$ cat src/hw/sfm_pkg.sv
package sfm_pkg;

  // ------------------------------------------------------------
  // Serial frame layout
  // ------------------------------------------------------------
  localparam int unsigned ADDR_W     = 12;
  localparam int unsigned DATA_W     = 28;
  localparam int unsigned FRAME_BITS = ADDR_W + DATA_W;
  localparam int unsigned CNT_W      = 6;
  localparam logic [CNT_W-1:0] FRAME_CNT = 6'h28;

  // ------------------------------------------------------------
  // Register map
  // ------------------------------------------------------------
  localparam logic [ADDR_W-1:0] STBY12_ADDR = 12'h0F3;
  localparam logic [1:0]        MODE_TAG    = 2'h2;
  localparam int unsigned       MODE_TAG_HI = 11;
  localparam int unsigned       MODE_TAG_LO = 10;
  localparam int unsigned       MODE_UP_HI  = 9;

  // ------------------------------------------------------------
  // Standby polarity fields
  // ------------------------------------------------------------
  localparam int unsigned STBY_W    = 22;
  localparam int unsigned NUM_VOUT  = 13;
  localparam int unsigned NUM_SG    = 8;
  localparam int unsigned VOUT_LSB  = 0;
  localparam int unsigned SG_LSB    = 13;
  localparam int unsigned SUBCK_BIT = 21;
  localparam logic [STBY_W-1:0] STBY_RESET = 22'h000000;

  // ------------------------------------------------------------
  // Field mode fields
  // ------------------------------------------------------------
  localparam int unsigned MODE_W      = 38;
  localparam int unsigned SEL_W       = 5;
  localparam int unsigned POS_W       = 3;
  localparam int unsigned COUNT_LSB   = 35;
  localparam logic [MODE_W-1:0] MODE_RESET = 38'h00_0000_0000;
  localparam logic [POS_W-1:0]  POS_FIRST  = 3'h1;

  // ------------------------------------------------------------
  // Run and standby states on the power-state input
  // ------------------------------------------------------------
  typedef enum logic [1:0] {
    SFM_RUN,
    SFM_STBY1,
    SFM_STBY2,
    SFM_STBY3
  } sfm_pwr_t;

endpackage : sfm_pkg

$ cat src/hw/sfm_standby_mode_regs.sv
// Notes on behaviour
// - In standby one or two, or with the output enable pin low, the polarity register drives the outputs.
// - Polarity bits 0 to 12 give the levels of vertical channels 1 to 13, bit 0 for channel 1.
// - Polarity bits 13 to 20 give the levels of sensor gates 1 to 8 in ascending order.
// - Polarity bit 21 gives the substrate clock level in standby one or two or with the output enable pin low.
// - A frame whose top two address bits are 10 writes the mode register, the other ten address bits being data 37 to 28.
// - Mode bits 37 to 35 give the number of fields in the sequence, seven at most.
// - The mode register holds seven 5-bit selectors, bits 4 to 0 for position one and upward.
// - A written mode value takes effect only at the next vertical sync.
// - Toggle position tables power up undefined and are never assumed to hold a value.
`timescale 1ns/10ps
`default_nettype none

module sfm_standby_mode_regs (
  input  wire logic                           ref_clk,              // 250 MHz clock
  input  wire logic                           reset,                // Sync reset, active high
  input  wire logic                           ser_load_n,           // Serial frame select, active low
  input  wire logic                           ser_clk,              // Serial bit clock
  input  wire logic                           ser_data,             // Serial data in
  input  wire logic [1:0]                     power_state,          // 0 run, 1..3 standby
  input  wire logic                           output_enable_pin,    // Low forces static levels
  input  wire logic                           vertical_sync,        // Vertical sync level
  input  wire logic [sfm_pkg::NUM_VOUT-1:0]   vtg_vertical,         // Timing generator vertical
  input  wire logic [sfm_pkg::NUM_SG-1:0]     vtg_sensor_gate,      // Timing generator sensor gates
  input  wire logic                           vtg_substrate,        // Timing generator substrate clk
  output logic [sfm_pkg::NUM_VOUT-1:0]        vertical_out,         // Vertical channels 1..13
  output logic [sfm_pkg::NUM_SG-1:0]          sensor_gate_out,      // Sensor gates 1..8
  output logic                                substrate_clock_out,  // Substrate clock
  output logic [sfm_pkg::STBY_W-1:0]          standby_levels,       // Polarity register readback
  output logic [sfm_pkg::MODE_W-1:0]          mode_pending,         // Written mode value
  output logic [sfm_pkg::MODE_W-1:0]          mode_active,          // Mode value in use
  output logic [sfm_pkg::POS_W-1:0]           field_position,       // Current position 1..7
  output logic [sfm_pkg::SEL_W-1:0]           field_select          // Field definition for position
);

  // ------------------------------------------------------------
  // Declarations
  // ------------------------------------------------------------
  logic                            wr_stb;
  logic [sfm_pkg::ADDR_W-1:0]      wr_addr;
  logic [sfm_pkg::DATA_W-1:0]      wr_data;
  logic [sfm_pkg::STBY_W-1:0]      stby12_ff;
  logic [sfm_pkg::MODE_W-1:0]      mode_pend_ff;
  logic [sfm_pkg::MODE_W-1:0]      mode_act_ff;
  logic [sfm_pkg::POS_W-1:0]       pos_ff;
  logic [sfm_pkg::POS_W-1:0]       nxt_pos;
  logic [sfm_pkg::POS_W-1:0]       nxt_count;
  logic [sfm_pkg::NUM_VOUT-1:0]    vout_ff;
  logic [sfm_pkg::NUM_SG-1:0]      sg_ff;
  logic                            subck_ff;
  logic                            vsync_prev_ff;
  logic                            vsync_rise;
  logic                            force_static;
  logic                            mode_wr;
  logic                            stby_wr;
  logic [sfm_pkg::SEL_W-1:0]       sel_ff;

  // ------------------------------------------------------------
  // Helpers
  // ------------------------------------------------------------
  function automatic logic [sfm_pkg::SEL_W-1:0] pick_sel(
    input logic [sfm_pkg::MODE_W-1:0] mode,
    input logic [sfm_pkg::POS_W-1:0]  pos
  );
    logic [sfm_pkg::POS_W-1:0] idx;
    idx = (pos == 3'h0) ? 3'h0 : pos - 3'h1;
    pick_sel = mode[idx*sfm_pkg::SEL_W +: sfm_pkg::SEL_W];
  endfunction : pick_sel

  function automatic logic [sfm_pkg::POS_W-1:0] field_count(
    input logic [sfm_pkg::MODE_W-1:0] mode
  );
    field_count = mode[sfm_pkg::MODE_W-1:sfm_pkg::COUNT_LSB];
  endfunction : field_count

  function automatic logic is_stby_addr(
    input logic [sfm_pkg::ADDR_W-1:0] addr
  );
    is_stby_addr = (addr == sfm_pkg::STBY12_ADDR);
  endfunction : is_stby_addr

  function automatic logic is_mode_addr(
    input logic [sfm_pkg::ADDR_W-1:0] addr
  );
    is_mode_addr = (addr[sfm_pkg::MODE_TAG_HI:sfm_pkg::MODE_TAG_LO] == sfm_pkg::MODE_TAG);
  endfunction : is_mode_addr

  function automatic logic levels_forced(
    input logic [1:0] pstate,
    input logic       oe_pin
  );
    levels_forced = (pstate == 2'(sfm_pkg::SFM_STBY1)) ||
                    (pstate == 2'(sfm_pkg::SFM_STBY2)) ||
                    !oe_pin;
  endfunction : levels_forced

  // ------------------------------------------------------------
  // Serial port
  // ------------------------------------------------------------
  sfm_serial_rx u_rx (
    .ref_clk    (ref_clk),
    .reset      (reset),
    .ser_load_n (ser_load_n),
    .ser_clk    (ser_clk),
    .ser_data   (ser_data),
    .wr_stb     (wr_stb),
    .wr_addr    (wr_addr),
    .wr_data    (wr_data)
  );

  assign mode_wr = wr_stb && is_mode_addr(wr_addr);
  assign stby_wr = wr_stb && is_stby_addr(wr_addr);

  // ------------------------------------------------------------
  // Register writes
  // ------------------------------------------------------------
  always_ff @(posedge ref_clk) begin
    if (reset) begin
      stby12_ff <= sfm_pkg::STBY_RESET;
    end else if (stby_wr) begin
      stby12_ff <= wr_data[sfm_pkg::STBY_W-1:0];
    end
  end

  always_ff @(posedge ref_clk) begin
    if (reset) begin
      mode_pend_ff <= sfm_pkg::MODE_RESET;
    end else if (mode_wr) begin
      mode_pend_ff <= {wr_addr[sfm_pkg::MODE_UP_HI:0], wr_data};
    end
  end

  // ------------------------------------------------------------
  // Vertical sync boundary
  // ------------------------------------------------------------
  assign vsync_rise = vertical_sync & ~vsync_prev_ff;

  always_ff @(posedge ref_clk) begin
    if (reset) begin
      vsync_prev_ff <= 1'b0;
    end else begin
      vsync_prev_ff <= vertical_sync;
    end
  end

  always_ff @(posedge ref_clk) begin
    if (reset) begin
      mode_act_ff <= sfm_pkg::MODE_RESET;
    end else if (vsync_rise) begin
      mode_act_ff <= mode_pend_ff;
    end
  end

  // ------------------------------------------------------------
  // Field sequence position
  // ------------------------------------------------------------
  always_comb begin
    nxt_count = field_count(mode_pend_ff);
    nxt_pos   = pos_ff;
    if (vsync_rise) begin
      if ((nxt_count == 3'h0) || (pos_ff >= nxt_count)) begin
        nxt_pos = sfm_pkg::POS_FIRST;
      end else begin
        nxt_pos = pos_ff + 3'h1;
      end
    end
  end

  always_ff @(posedge ref_clk) begin
    if (reset) begin
      pos_ff <= sfm_pkg::POS_FIRST;
    end else begin
      pos_ff <= nxt_pos;
    end
  end

  // ------------------------------------------------------------
  // Field selector, registered with the position
  // ------------------------------------------------------------
  always_ff @(posedge ref_clk) begin
    if (reset) begin
      sel_ff <= '0;
    end else if (vsync_rise) begin
      sel_ff <= pick_sel(mode_pend_ff, nxt_pos);
    end
  end

  // ------------------------------------------------------------
  // Output level selection
  // ------------------------------------------------------------
  // Toggle tables live upstream; their contents are never assumed here
  assign force_static = levels_forced(power_state, output_enable_pin);

  always_ff @(posedge ref_clk) begin
    if (reset) begin
      vout_ff <= '0;
    end else if (force_static) begin
      vout_ff <= stby12_ff[sfm_pkg::VOUT_LSB +: sfm_pkg::NUM_VOUT];
    end else begin
      vout_ff <= vtg_vertical;
    end
  end

  always_ff @(posedge ref_clk) begin
    if (reset) begin
      sg_ff <= '0;
    end else if (force_static) begin
      sg_ff <= stby12_ff[sfm_pkg::SG_LSB +: sfm_pkg::NUM_SG];
    end else begin
      sg_ff <= vtg_sensor_gate;
    end
  end

  always_ff @(posedge ref_clk) begin
    if (reset) begin
      subck_ff <= 1'b0;
    end else if (force_static) begin
      subck_ff <= stby12_ff[sfm_pkg::SUBCK_BIT];
    end else begin
      subck_ff <= vtg_substrate;
    end
  end

  assign vertical_out        = vout_ff;
  assign sensor_gate_out     = sg_ff;
  assign substrate_clock_out = subck_ff;
  assign standby_levels      = stby12_ff;
  assign mode_pending        = mode_pend_ff;
  assign mode_active         = mode_act_ff;
  assign field_position      = pos_ff;
  assign field_select        = sel_ff;

endmodule : sfm_standby_mode_regs

`default_nettype wire

$ cat src/hw/sfm_serial_rx.sv
`timescale 1ns/10ps
`default_nettype none

module sfm_serial_rx (
  input  wire logic                         ref_clk,     // System clock
  input  wire logic                         reset,       // Sync reset, active high
  input  wire logic                         ser_load_n,  // Frame select, low during frame
  input  wire logic                         ser_clk,     // Serial bit clock
  input  wire logic                         ser_data,    // Serial data, LSB first
  output logic                              wr_stb,      // One-cycle write strobe
  output logic [sfm_pkg::ADDR_W-1:0]        wr_addr,     // Received address
  output logic [sfm_pkg::DATA_W-1:0]        wr_data      // Received data
);

  logic                            sck_prev_ff;
  logic                            load_prev_ff;
  logic [sfm_pkg::FRAME_BITS-1:0]  shift_ff;
  logic [sfm_pkg::CNT_W-1:0]       cnt_ff;
  logic                            sck_rise;
  logic                            frame_end;

  assign sck_rise  = ser_clk & ~sck_prev_ff & ~ser_load_n;
  assign frame_end = ser_load_n & ~load_prev_ff;

  // ------------------------------------------------------------
  // Edge history
  // ------------------------------------------------------------
  always_ff @(posedge ref_clk) begin
    if (reset) begin
      sck_prev_ff  <= 1'b0;
      load_prev_ff <= 1'b1;
    end else begin
      sck_prev_ff  <= ser_clk;
      load_prev_ff <= ser_load_n;
    end
  end

  // ------------------------------------------------------------
  // Bit capture, LSB first, address then data
  // ------------------------------------------------------------
  always_ff @(posedge ref_clk) begin
    if (reset) begin
      shift_ff <= '0;
      cnt_ff   <= '0;
    end else if (frame_end) begin
      cnt_ff   <= '0;
    end else if (sck_rise) begin
      shift_ff <= {ser_data, shift_ff[sfm_pkg::FRAME_BITS-1:1]};
      if (cnt_ff != sfm_pkg::FRAME_CNT) begin
        cnt_ff <= cnt_ff + 6'h01;
      end
    end
  end

  // ------------------------------------------------------------
  // Frames of 40 bits or more only; short frames are dropped
  // ------------------------------------------------------------
  always_ff @(posedge ref_clk) begin
    if (reset) begin
      wr_stb  <= 1'b0;
      wr_addr <= '0;
      wr_data <= '0;
    end else begin
      wr_stb <= frame_end && (cnt_ff == sfm_pkg::FRAME_CNT);
      if (frame_end && (cnt_ff == sfm_pkg::FRAME_CNT)) begin
        wr_addr <= shift_ff[sfm_pkg::ADDR_W-1:0];
        wr_data <= shift_ff[sfm_pkg::FRAME_BITS-1:sfm_pkg::ADDR_W];
      end
    end
  end

endmodule : sfm_serial_rx

`default_nettype wire

$ cat config.mk
export PLATFORM = sky130hd
export DESIGN_NAME = sfm_standby_mode_regs
export DESIGN_NICKNAME = d
export VERILOG_FILES = /design/src/hw/sfm_pkg.sv /design/src/hw/sfm_standby_mode_regs.sv /design/src/hw/sfm_serial_rx.sv
export SDC_FILE = /design/constraint.sdc
export NUM_CORES = 1
export LEC_CHECK = 0
export BUFFER_PORTS_ARGS = -buffer_cell sky130_fd_sc_hd__buf_4
export CORE_ASPECT_RATIO = 0.7
export CORE_MARGIN = 1.5
export CORE_UTILIZATION = 55
export CTS_BUF_LIST = sky130_fd_sc_hd__clkbuf_8
export CTS_CLUSTER_DIAMETER = 80
export DETAILED_ROUTE_END_ITERATION = 12
export PLACE_DENSITY = 0.79
export SLEW_MARGIN = 20
export SYNTH_ARGS = -nofsm -noshare
export SYNTH_HDL_FRONTEND = slang
export SYNTH_SLANG_ARGS = --single-unit
export TNS_END_PERCENT = 50
$ cat constraint.sdc
create_clock -name ref_clk -period 9.2 [get_ports ref_clk]
set_clock_uncertainty 0.15 [all_clocks]
set_input_delay 1.38 -clock ref_clk [delete_from_list [all_inputs] [get_ports ref_clk]]
set_output_delay 1.38 -clock ref_clk [all_outputs]
set_load 0.005 [all_outputs]
==> out/results.ini, run 1 <==
[outcome]
status = complete, no violations

[yosys]
synth_edf_count = 0
syn_inst = 1000
yosysMostFrequentCell = nand2_1
netlist.area_leader.share = 0.524
ys_seq_area_frac = 0.524
yosysUniqueCellTypes = 47
async_flop_share = 0
synth_commonest_cells = nand2_1, dfxtp_1, a21oi_1
yosys-top-cells-area = dfxtp_1, nand2_1, a21oi_1
yosys_warnings = 0
netlist.top_cell.by_area = dfxtp_1
synth-seq-cells = 218
syn_area_per_cell_um2 = 8.34
syn_nets = 1039
synth_area_mm2 = 0.00834
synth_ff_type = dfxtp_1

[min_path]
hp-class = reg -> reg
min_to = mode_pending[32]
hp-start = u_rx.wr_addr[4]
whs_path_depth = 2

[drt]
wl_per_cell_um = 15.7
avgViaCountPerCell = 5.36
ant_nets = 0
drc = 0
wl_met2_um = 9200
routed_wl_um = 21200
top_layer_used = met4
met1_length_um = 9840
met3_length_um = 1910
first_pass_iters = 5
drt_iter0_markers = 585
via_count = 7242

[global_routing]
antenna_found_initial = 0
gr-total-overflow = 0
grt_usage = 0.264
grt_pass1_vias = 6493
grt_first_pass_wirelength_um = 33800
grt_max_degree = 142

[worst_setup_path]
timing.rr.start = field_position[0]
reg2reg_depth = 12
startpoint = field_position[0]
r2r_end = field_select[1]
crit_type = reg -> reg
worstSetupStartpointType = flip-flop
cp_max_fo = 19
r2r_slack_ps = 5030
crit_path_end_kind = flip-flop
critical_path_arrival_ps = 4400
cp.required_ps = 9440

[floorplan]
die_width_um = 150
die_area_mm2 = 0.0159
core-area_mm2 = 0.0148
num_io_pins = 159
initial_core_util = 0.564
row_count = 37
die_y_um = 106

[sta]
grt_setup_unrepaired = false
slew_headroom = 0.322
finalMaxSlewViolations = 0
fmax_mhz = 240
setup_tns_ps = 0
min_period_over_period = 0.453
setup_viol = 0
hold_viol = 0
layout_min_cycle_time_ps = 4170
worstMarginPinSlew_ps = 1020
hold_ws_ps = 303

[clocking]
cts_tree = built
post-cts-setup-buffers = 0
cts.sinks = 218
clk_pin_slew_ps = 60
insertion_delay_ps = 510
cts-hold-fix-buffers = 0
htree_levels = 2
cts_made_buffers = 34
cts_root_buf = clkbuf_8
ctsResizeCount = 0
cts.path.max_buffers = 3

[final_layout]
antennaDiodeCount = 0
drive_gt1_frac = 0.210
nets = 1175
final_area_mm2 = 0.0103
multiInputGateArea_mm2 = 0.00368
nFillCells = 1199
fin_cells = 1350
seqCellArea_mm2 = 0.00436
area_delta_synth_final_pct = 23.0

[placement]
dp.cells = 1295
placed_cell_area_mm2 = 0.00961
hpwl_um = 14300
io_buffer_count = 158
place_congestion = 0.891

[run]
drv_cap = 0

[power]
peakVddDrop_v = 0.000107
power.density_mw_per_mm2 = 176
leakage_nw = 4.21

through the flow:
| step | setup slack (ps) | power (mW) | util |
|---|---|---|---|
| 6_report | 5030 | 1.80 | 0.694 |
| 4_1_cts | 5080 | 1.81 | 0.694 |
| 3_3_place_gp | 4620 | 1.04 | 0.651 |
| 2_1_floorplan | 5140 | 1.01 | - |
| 5_1_grt | 4820 | 1.86 | 0.694 |
| 3_5_place_dp | 4580 | 1.04 | 0.651 |
worst max-delay path by stage:
stage	endpoint	slack (ps)	cells past startpoint
2_1_floorplan	field_select[4]	5140	11
5_1_grt	field_select[2]	4820	12
6_report	field_select[1]	5030	12
4_1_cts	field_select[3]	5080	11
3_3_place_gp	field_select[3]	4620	11
3_5_place_dp	field_select[3]	4580	11
routing by layer:
| metal | GRT usage | up-vias |
|---|---|---|
| met5 | 0 | - |
| met4 | 0.0651 | 0 |
| met3 | 0.0725 | 27 |
| met2 | 0.387 | 261 |
| met1 | 0.383 | 3367 |
| li1 | - | 3587 |
cells by family after synthesis:
logic type               Yosys count  synth area share
adder cells (fa/ha/maj)            8            0.0120
multiplexers                      66            0.0817
buffers and inverters             80            0.0360
AO/OA/AOI/OAI                    197             0.135
AND/OR/NAND/NOR                  424             0.204
XOR/XNOR                           7           0.00736
flip-flops                       218             0.524
flip-flops by register name, summed over array words and instances, names as in the netlist, 3 cells and up:
signal           count
u_rx.shift_ff       40
sensor_gate_out      8
field_position       3
u_rx.cnt_ff          6
mode_active         38
u_rx.wr_addr        12
field_select         5
standby_levels      22
mode_pending        38
u_rx.wr_data        28
vertical_out        13
critical path, cell delays in order (launching register included):
cell and delay [ps]:
dfxtp_1 470, inv_1 160, ha_1 310, or3b_4 420, a211oi_4 370, a21boi_4 290
nor2_2 80, inv_1 60, ha_1 760, mux2_2 440, mux2_2 270, o211ai_1 170
nand3_1 100
layout make-up:
class	count	share of cell area
clock buffer	41	0.0550
sequential	218	0.426
multi-input combinational	702	0.359
tap	195	0.0238
clock inverter	14	0.00793
inverter	11	0.00403
timing repair buffer	169	0.124
where the power goes:
part	switching (mW)	internal (mW)	leakage (nW)
Combinational	0.0424	0.0255	2.08
Sequential	0.00301	0.950	1.76
Clock	0.354	0.428	0.375
Total	0.399	1.40	4.21
cells in the final DEF (no fill, tap or decap), types with 3 or more instances in the layout:
cell type    n
nor3b_1      4
a21o_1       3
xnor2_1      3
ha_1         8
and2_1       3
a21oi_1    158
dfxtp_1    218
inv_1       22
nand3_1      5
nor2_1      63
o21bai_1     3
nor3_1       7
nand2_1    320
clkbuf_8    41
buf_4      168
mux2_2      16
xor2_1       4
mux2i_1     50
nand4_1      3
nor2b_1      3
o211ai_1    12
a211o_1      3
(Power assumes the default switching activity.)
==> run 2, diff against run 1 <==
Clock period 9.2 ns to 4.35 ns, I/O delays scaled along.
==> run 2 against run 1 <==
- first-iteration DRC count rose by 7.4%
- critical path depth fell by 1
- routed wire length rose by 3.7%
- clock power rose by 100%
- via count rose by 1.6%
- fmax rose by 7.9%
- global-route usage rose by 0.64 points
- total power rose by 110%
- clock-buffer cell count fell by 1
- final area rose by 0.11%
- die area did not move
- critical path type unchanged
- largest power group unchanged
==> out/results.ini, run 2 (synthesis results as in run 1) <==
[outcome]
status = complete, no violations  ; unchanged

[drt]
via_count = 7357  ; was 7242
top_layer_used = met4  ; unchanged
met1_length_um = 10200  ; was 9840 um
ant_nets = 0  ; unchanged
wl_met2_um = 9540  ; was 9200 um
first_pass_iters = 6  ; was 5
routed_wl_um = 22000  ; was 21200 um
drc = 0  ; unchanged
wl_per_cell_um = 16.2  ; was 15.7 um
avgViaCountPerCell = 5.44  ; was 5.36
met3_length_um = 1950  ; was 1910 um
drt_iter0_markers = 628  ; was 585

[global_routing]
grt_first_pass_wirelength_um = 34400  ; was 33800 um
gr-total-overflow = 0  ; unchanged
antenna_found_initial = 0  ; unchanged
grt_pass1_vias = 6672  ; was 6493
grt_max_degree = 113  ; was 142
grt_usage = 0.270  ; was 0.264

[final_layout]
final_area_mm2 = 0.0103  ; about the same
nets = 1178  ; was 1175
largest_reg_flops = 40  ; unchanged
layout_commonest_cell = nand2_1  ; unchanged
antennaDiodeCount = 0  ; unchanged
largest-register = u_rx.shift_ff  ; unchanged
drive_gt1_frac = 0.213  ; was 0.210
final_cell_mix = nand2_1, dfxtp_1, buf_4  ; unchanged
area_delta_synth_final_pct = 23.1  ; was 23.0%

[min_path]
hp-class = in -> reg  ; was reg -> reg

[sta]
worstMarginPinSlew_ps = 877  ; was 1020 ps
fmax_mhz = 259  ; was 240 MHz
layout_min_cycle_time_ps = 3860  ; was 4170 ps
finalMaxSlewViolations = 0  ; unchanged
hold_ws_ps = 231  ; was 303 ps
final.setup.worst_slack_ps = 491  ; was 5030 ps
setup_tns_ps = 0  ; unchanged
min_period_over_period = 0.887  ; was 0.453
hold_viol = 0  ; unchanged
setup_viol = 0  ; unchanged
slew_headroom = 0.416  ; was 0.322
grt_setup_unrepaired = false  ; unchanged

[worst_setup_path]
crit_path_top_delay_cell = ha_1  ; unchanged
critPathMaxStageDelay_ps = 610  ; was 760 ps
critical_path_arrival_ps = 4100  ; was 4400 ps
timing.rr.start = field_position[0]  ; unchanged
cp_max_fo = 15  ; was 19
worstPathCellList = inv_1, ha_1, or3b_4, a211oi_4, a21boi_4, nor2_2, inv_1, ha_1, mux2_2, o311a_1, o31a_1  ; was inv_1, ha_1, or3b_4, a211oi_4, a21boi_4, nor2_2, inv_1, ha_1, mux2_2, mux2_2, o211ai_1, nand3_1
r2r_end = field_select[3]  ; was field_select[1]
cp.required_ps = 4590  ; was 9440 ps
reg2reg_depth = 11  ; was 12
crit_path_end_kind = flip-flop  ; unchanged
crit_type = reg -> reg  ; unchanged
crit_end = field_select[3]  ; was field_select[1]
startpoint = field_position[0]  ; unchanged
r2r_slack_ps = 490  ; was 5030 ps
worstSetupStartpointType = flip-flop  ; unchanged

[clocking]
post-cts-setup-buffers = 0  ; unchanged
cts_root_buf = clkbuf_8  ; unchanged
cts-hold-fix-buffers = 0  ; unchanged
cts.path.max_buffers = 3  ; unchanged
htree_levels = 2  ; unchanged
cts.sinks = 218  ; unchanged
insertion_delay_ps = 510  ; about the same
clk_pin_slew_ps = 60  ; about the same
cts_made_buffers = 34  ; unchanged
ctsResizeCount = 0  ; unchanged
cts_tree = built  ; unchanged

[floorplan]
die_y_um = 106  ; unchanged
num_io_pins = 159  ; unchanged
die_width_um = 150  ; unchanged
row_count = 37  ; unchanged
initial_core_util = 0.564  ; unchanged
core-area_mm2 = 0.0148  ; unchanged
die_area_mm2 = 0.0159  ; unchanged

[placement]
place_congestion = 0.901  ; was 0.891
hpwl_um = 14800  ; was 14300 um
placed_cell_area_mm2 = 0.00964  ; was 0.00961 mm^2
io_buffer_count = 158  ; unchanged
place_ws_ps = 546  ; was 4580 ps

[power]
peakVddDrop_v = 0.000248  ; was 0.000107 V
power.density_mw_per_mm2 = 365  ; was 176 mW/mm^2
leakage_nw = 4.21  ; about the same

[run]
drv_cap = 0  ; unchanged

[run 2: changes by cell type in the layout (fill, tap and decap cells not counted), sizes merged]
cell / delta
clkinvlp: +2
inv: -1
clkbuf: -1
clkinv: +1
buf: +3
bufinv: -1
[run 2: final cells by class]
class | count | area (um^2)
Fill cell | 1197 | 4500
Sequential cell | 218 | 4360
Multi-Input combinational cell | 702 | 3680
Timing Repair Buffer | 172 | 1310
Clock buffer | 40 | 551
Tap cell | 195 | 244
Clock inverter | 15 | 72.6
Inverter | 11 | 41.3
[run 2: how the worst min path moves through the flow]
| stage | start | endpoint | cells past startpoint |
|---|---|---|---|
| floorplan | u_rx.shift_ff[0] | u_rx.wr_addr[0] | 2 |
| global placement | u_rx.wr_data[22] | mode_pending[22] | 2 |
| detailed placement | u_rx.wr_data[22] | mode_pending[22] | 2 |
| CTS | ser_clk | u_rx.sck_prev_ff | 2 |
| global route | vtg_vertical[7] | vertical_out[7] | 3 |
| finish | vtg_vertical[7] | vertical_out[7] | 3 |
[run 2: stage by stage]
stage	instances	util	power (mW)
floorplan	1000	-	2.15
global placement	1298	0.653	2.20
detailed placement	1298	0.653	2.21
CTS	1353	0.695	3.78
global route	1353	0.695	3.89
finish	1353	0.695	3.75
[run 2: report_power, final]
group	internal (mW)	total [mW]	switching, mW
sequential	2.01	2.02	0.00643
clock	0.834	1.59	0.752
combinational	0.0553	0.147	0.0919
[run 2: routing by layer]
layer | vias up | track usage
li1 | 3586 | -
met1 | 3439 | 0.395
met2 | 300 | 0.404
met3 | 32 | 0.0549
met4 | 0 | 0.0763
met5 | - | 0
[run 2: critical path, delay by kind of cell (launching register included)]
| family | cells | cell delay (ps) |
|---|---|---|
| adders and majority gates | 2 | 910 |
| muxes | 1 | 410 |
| DFF | 1 | 480 |
| buffers and inverters | 2 | 230 |
| AOI/OAI and AO/OA | 4 | 1070 |
| and+or+nand+nor | 2 | 500 |
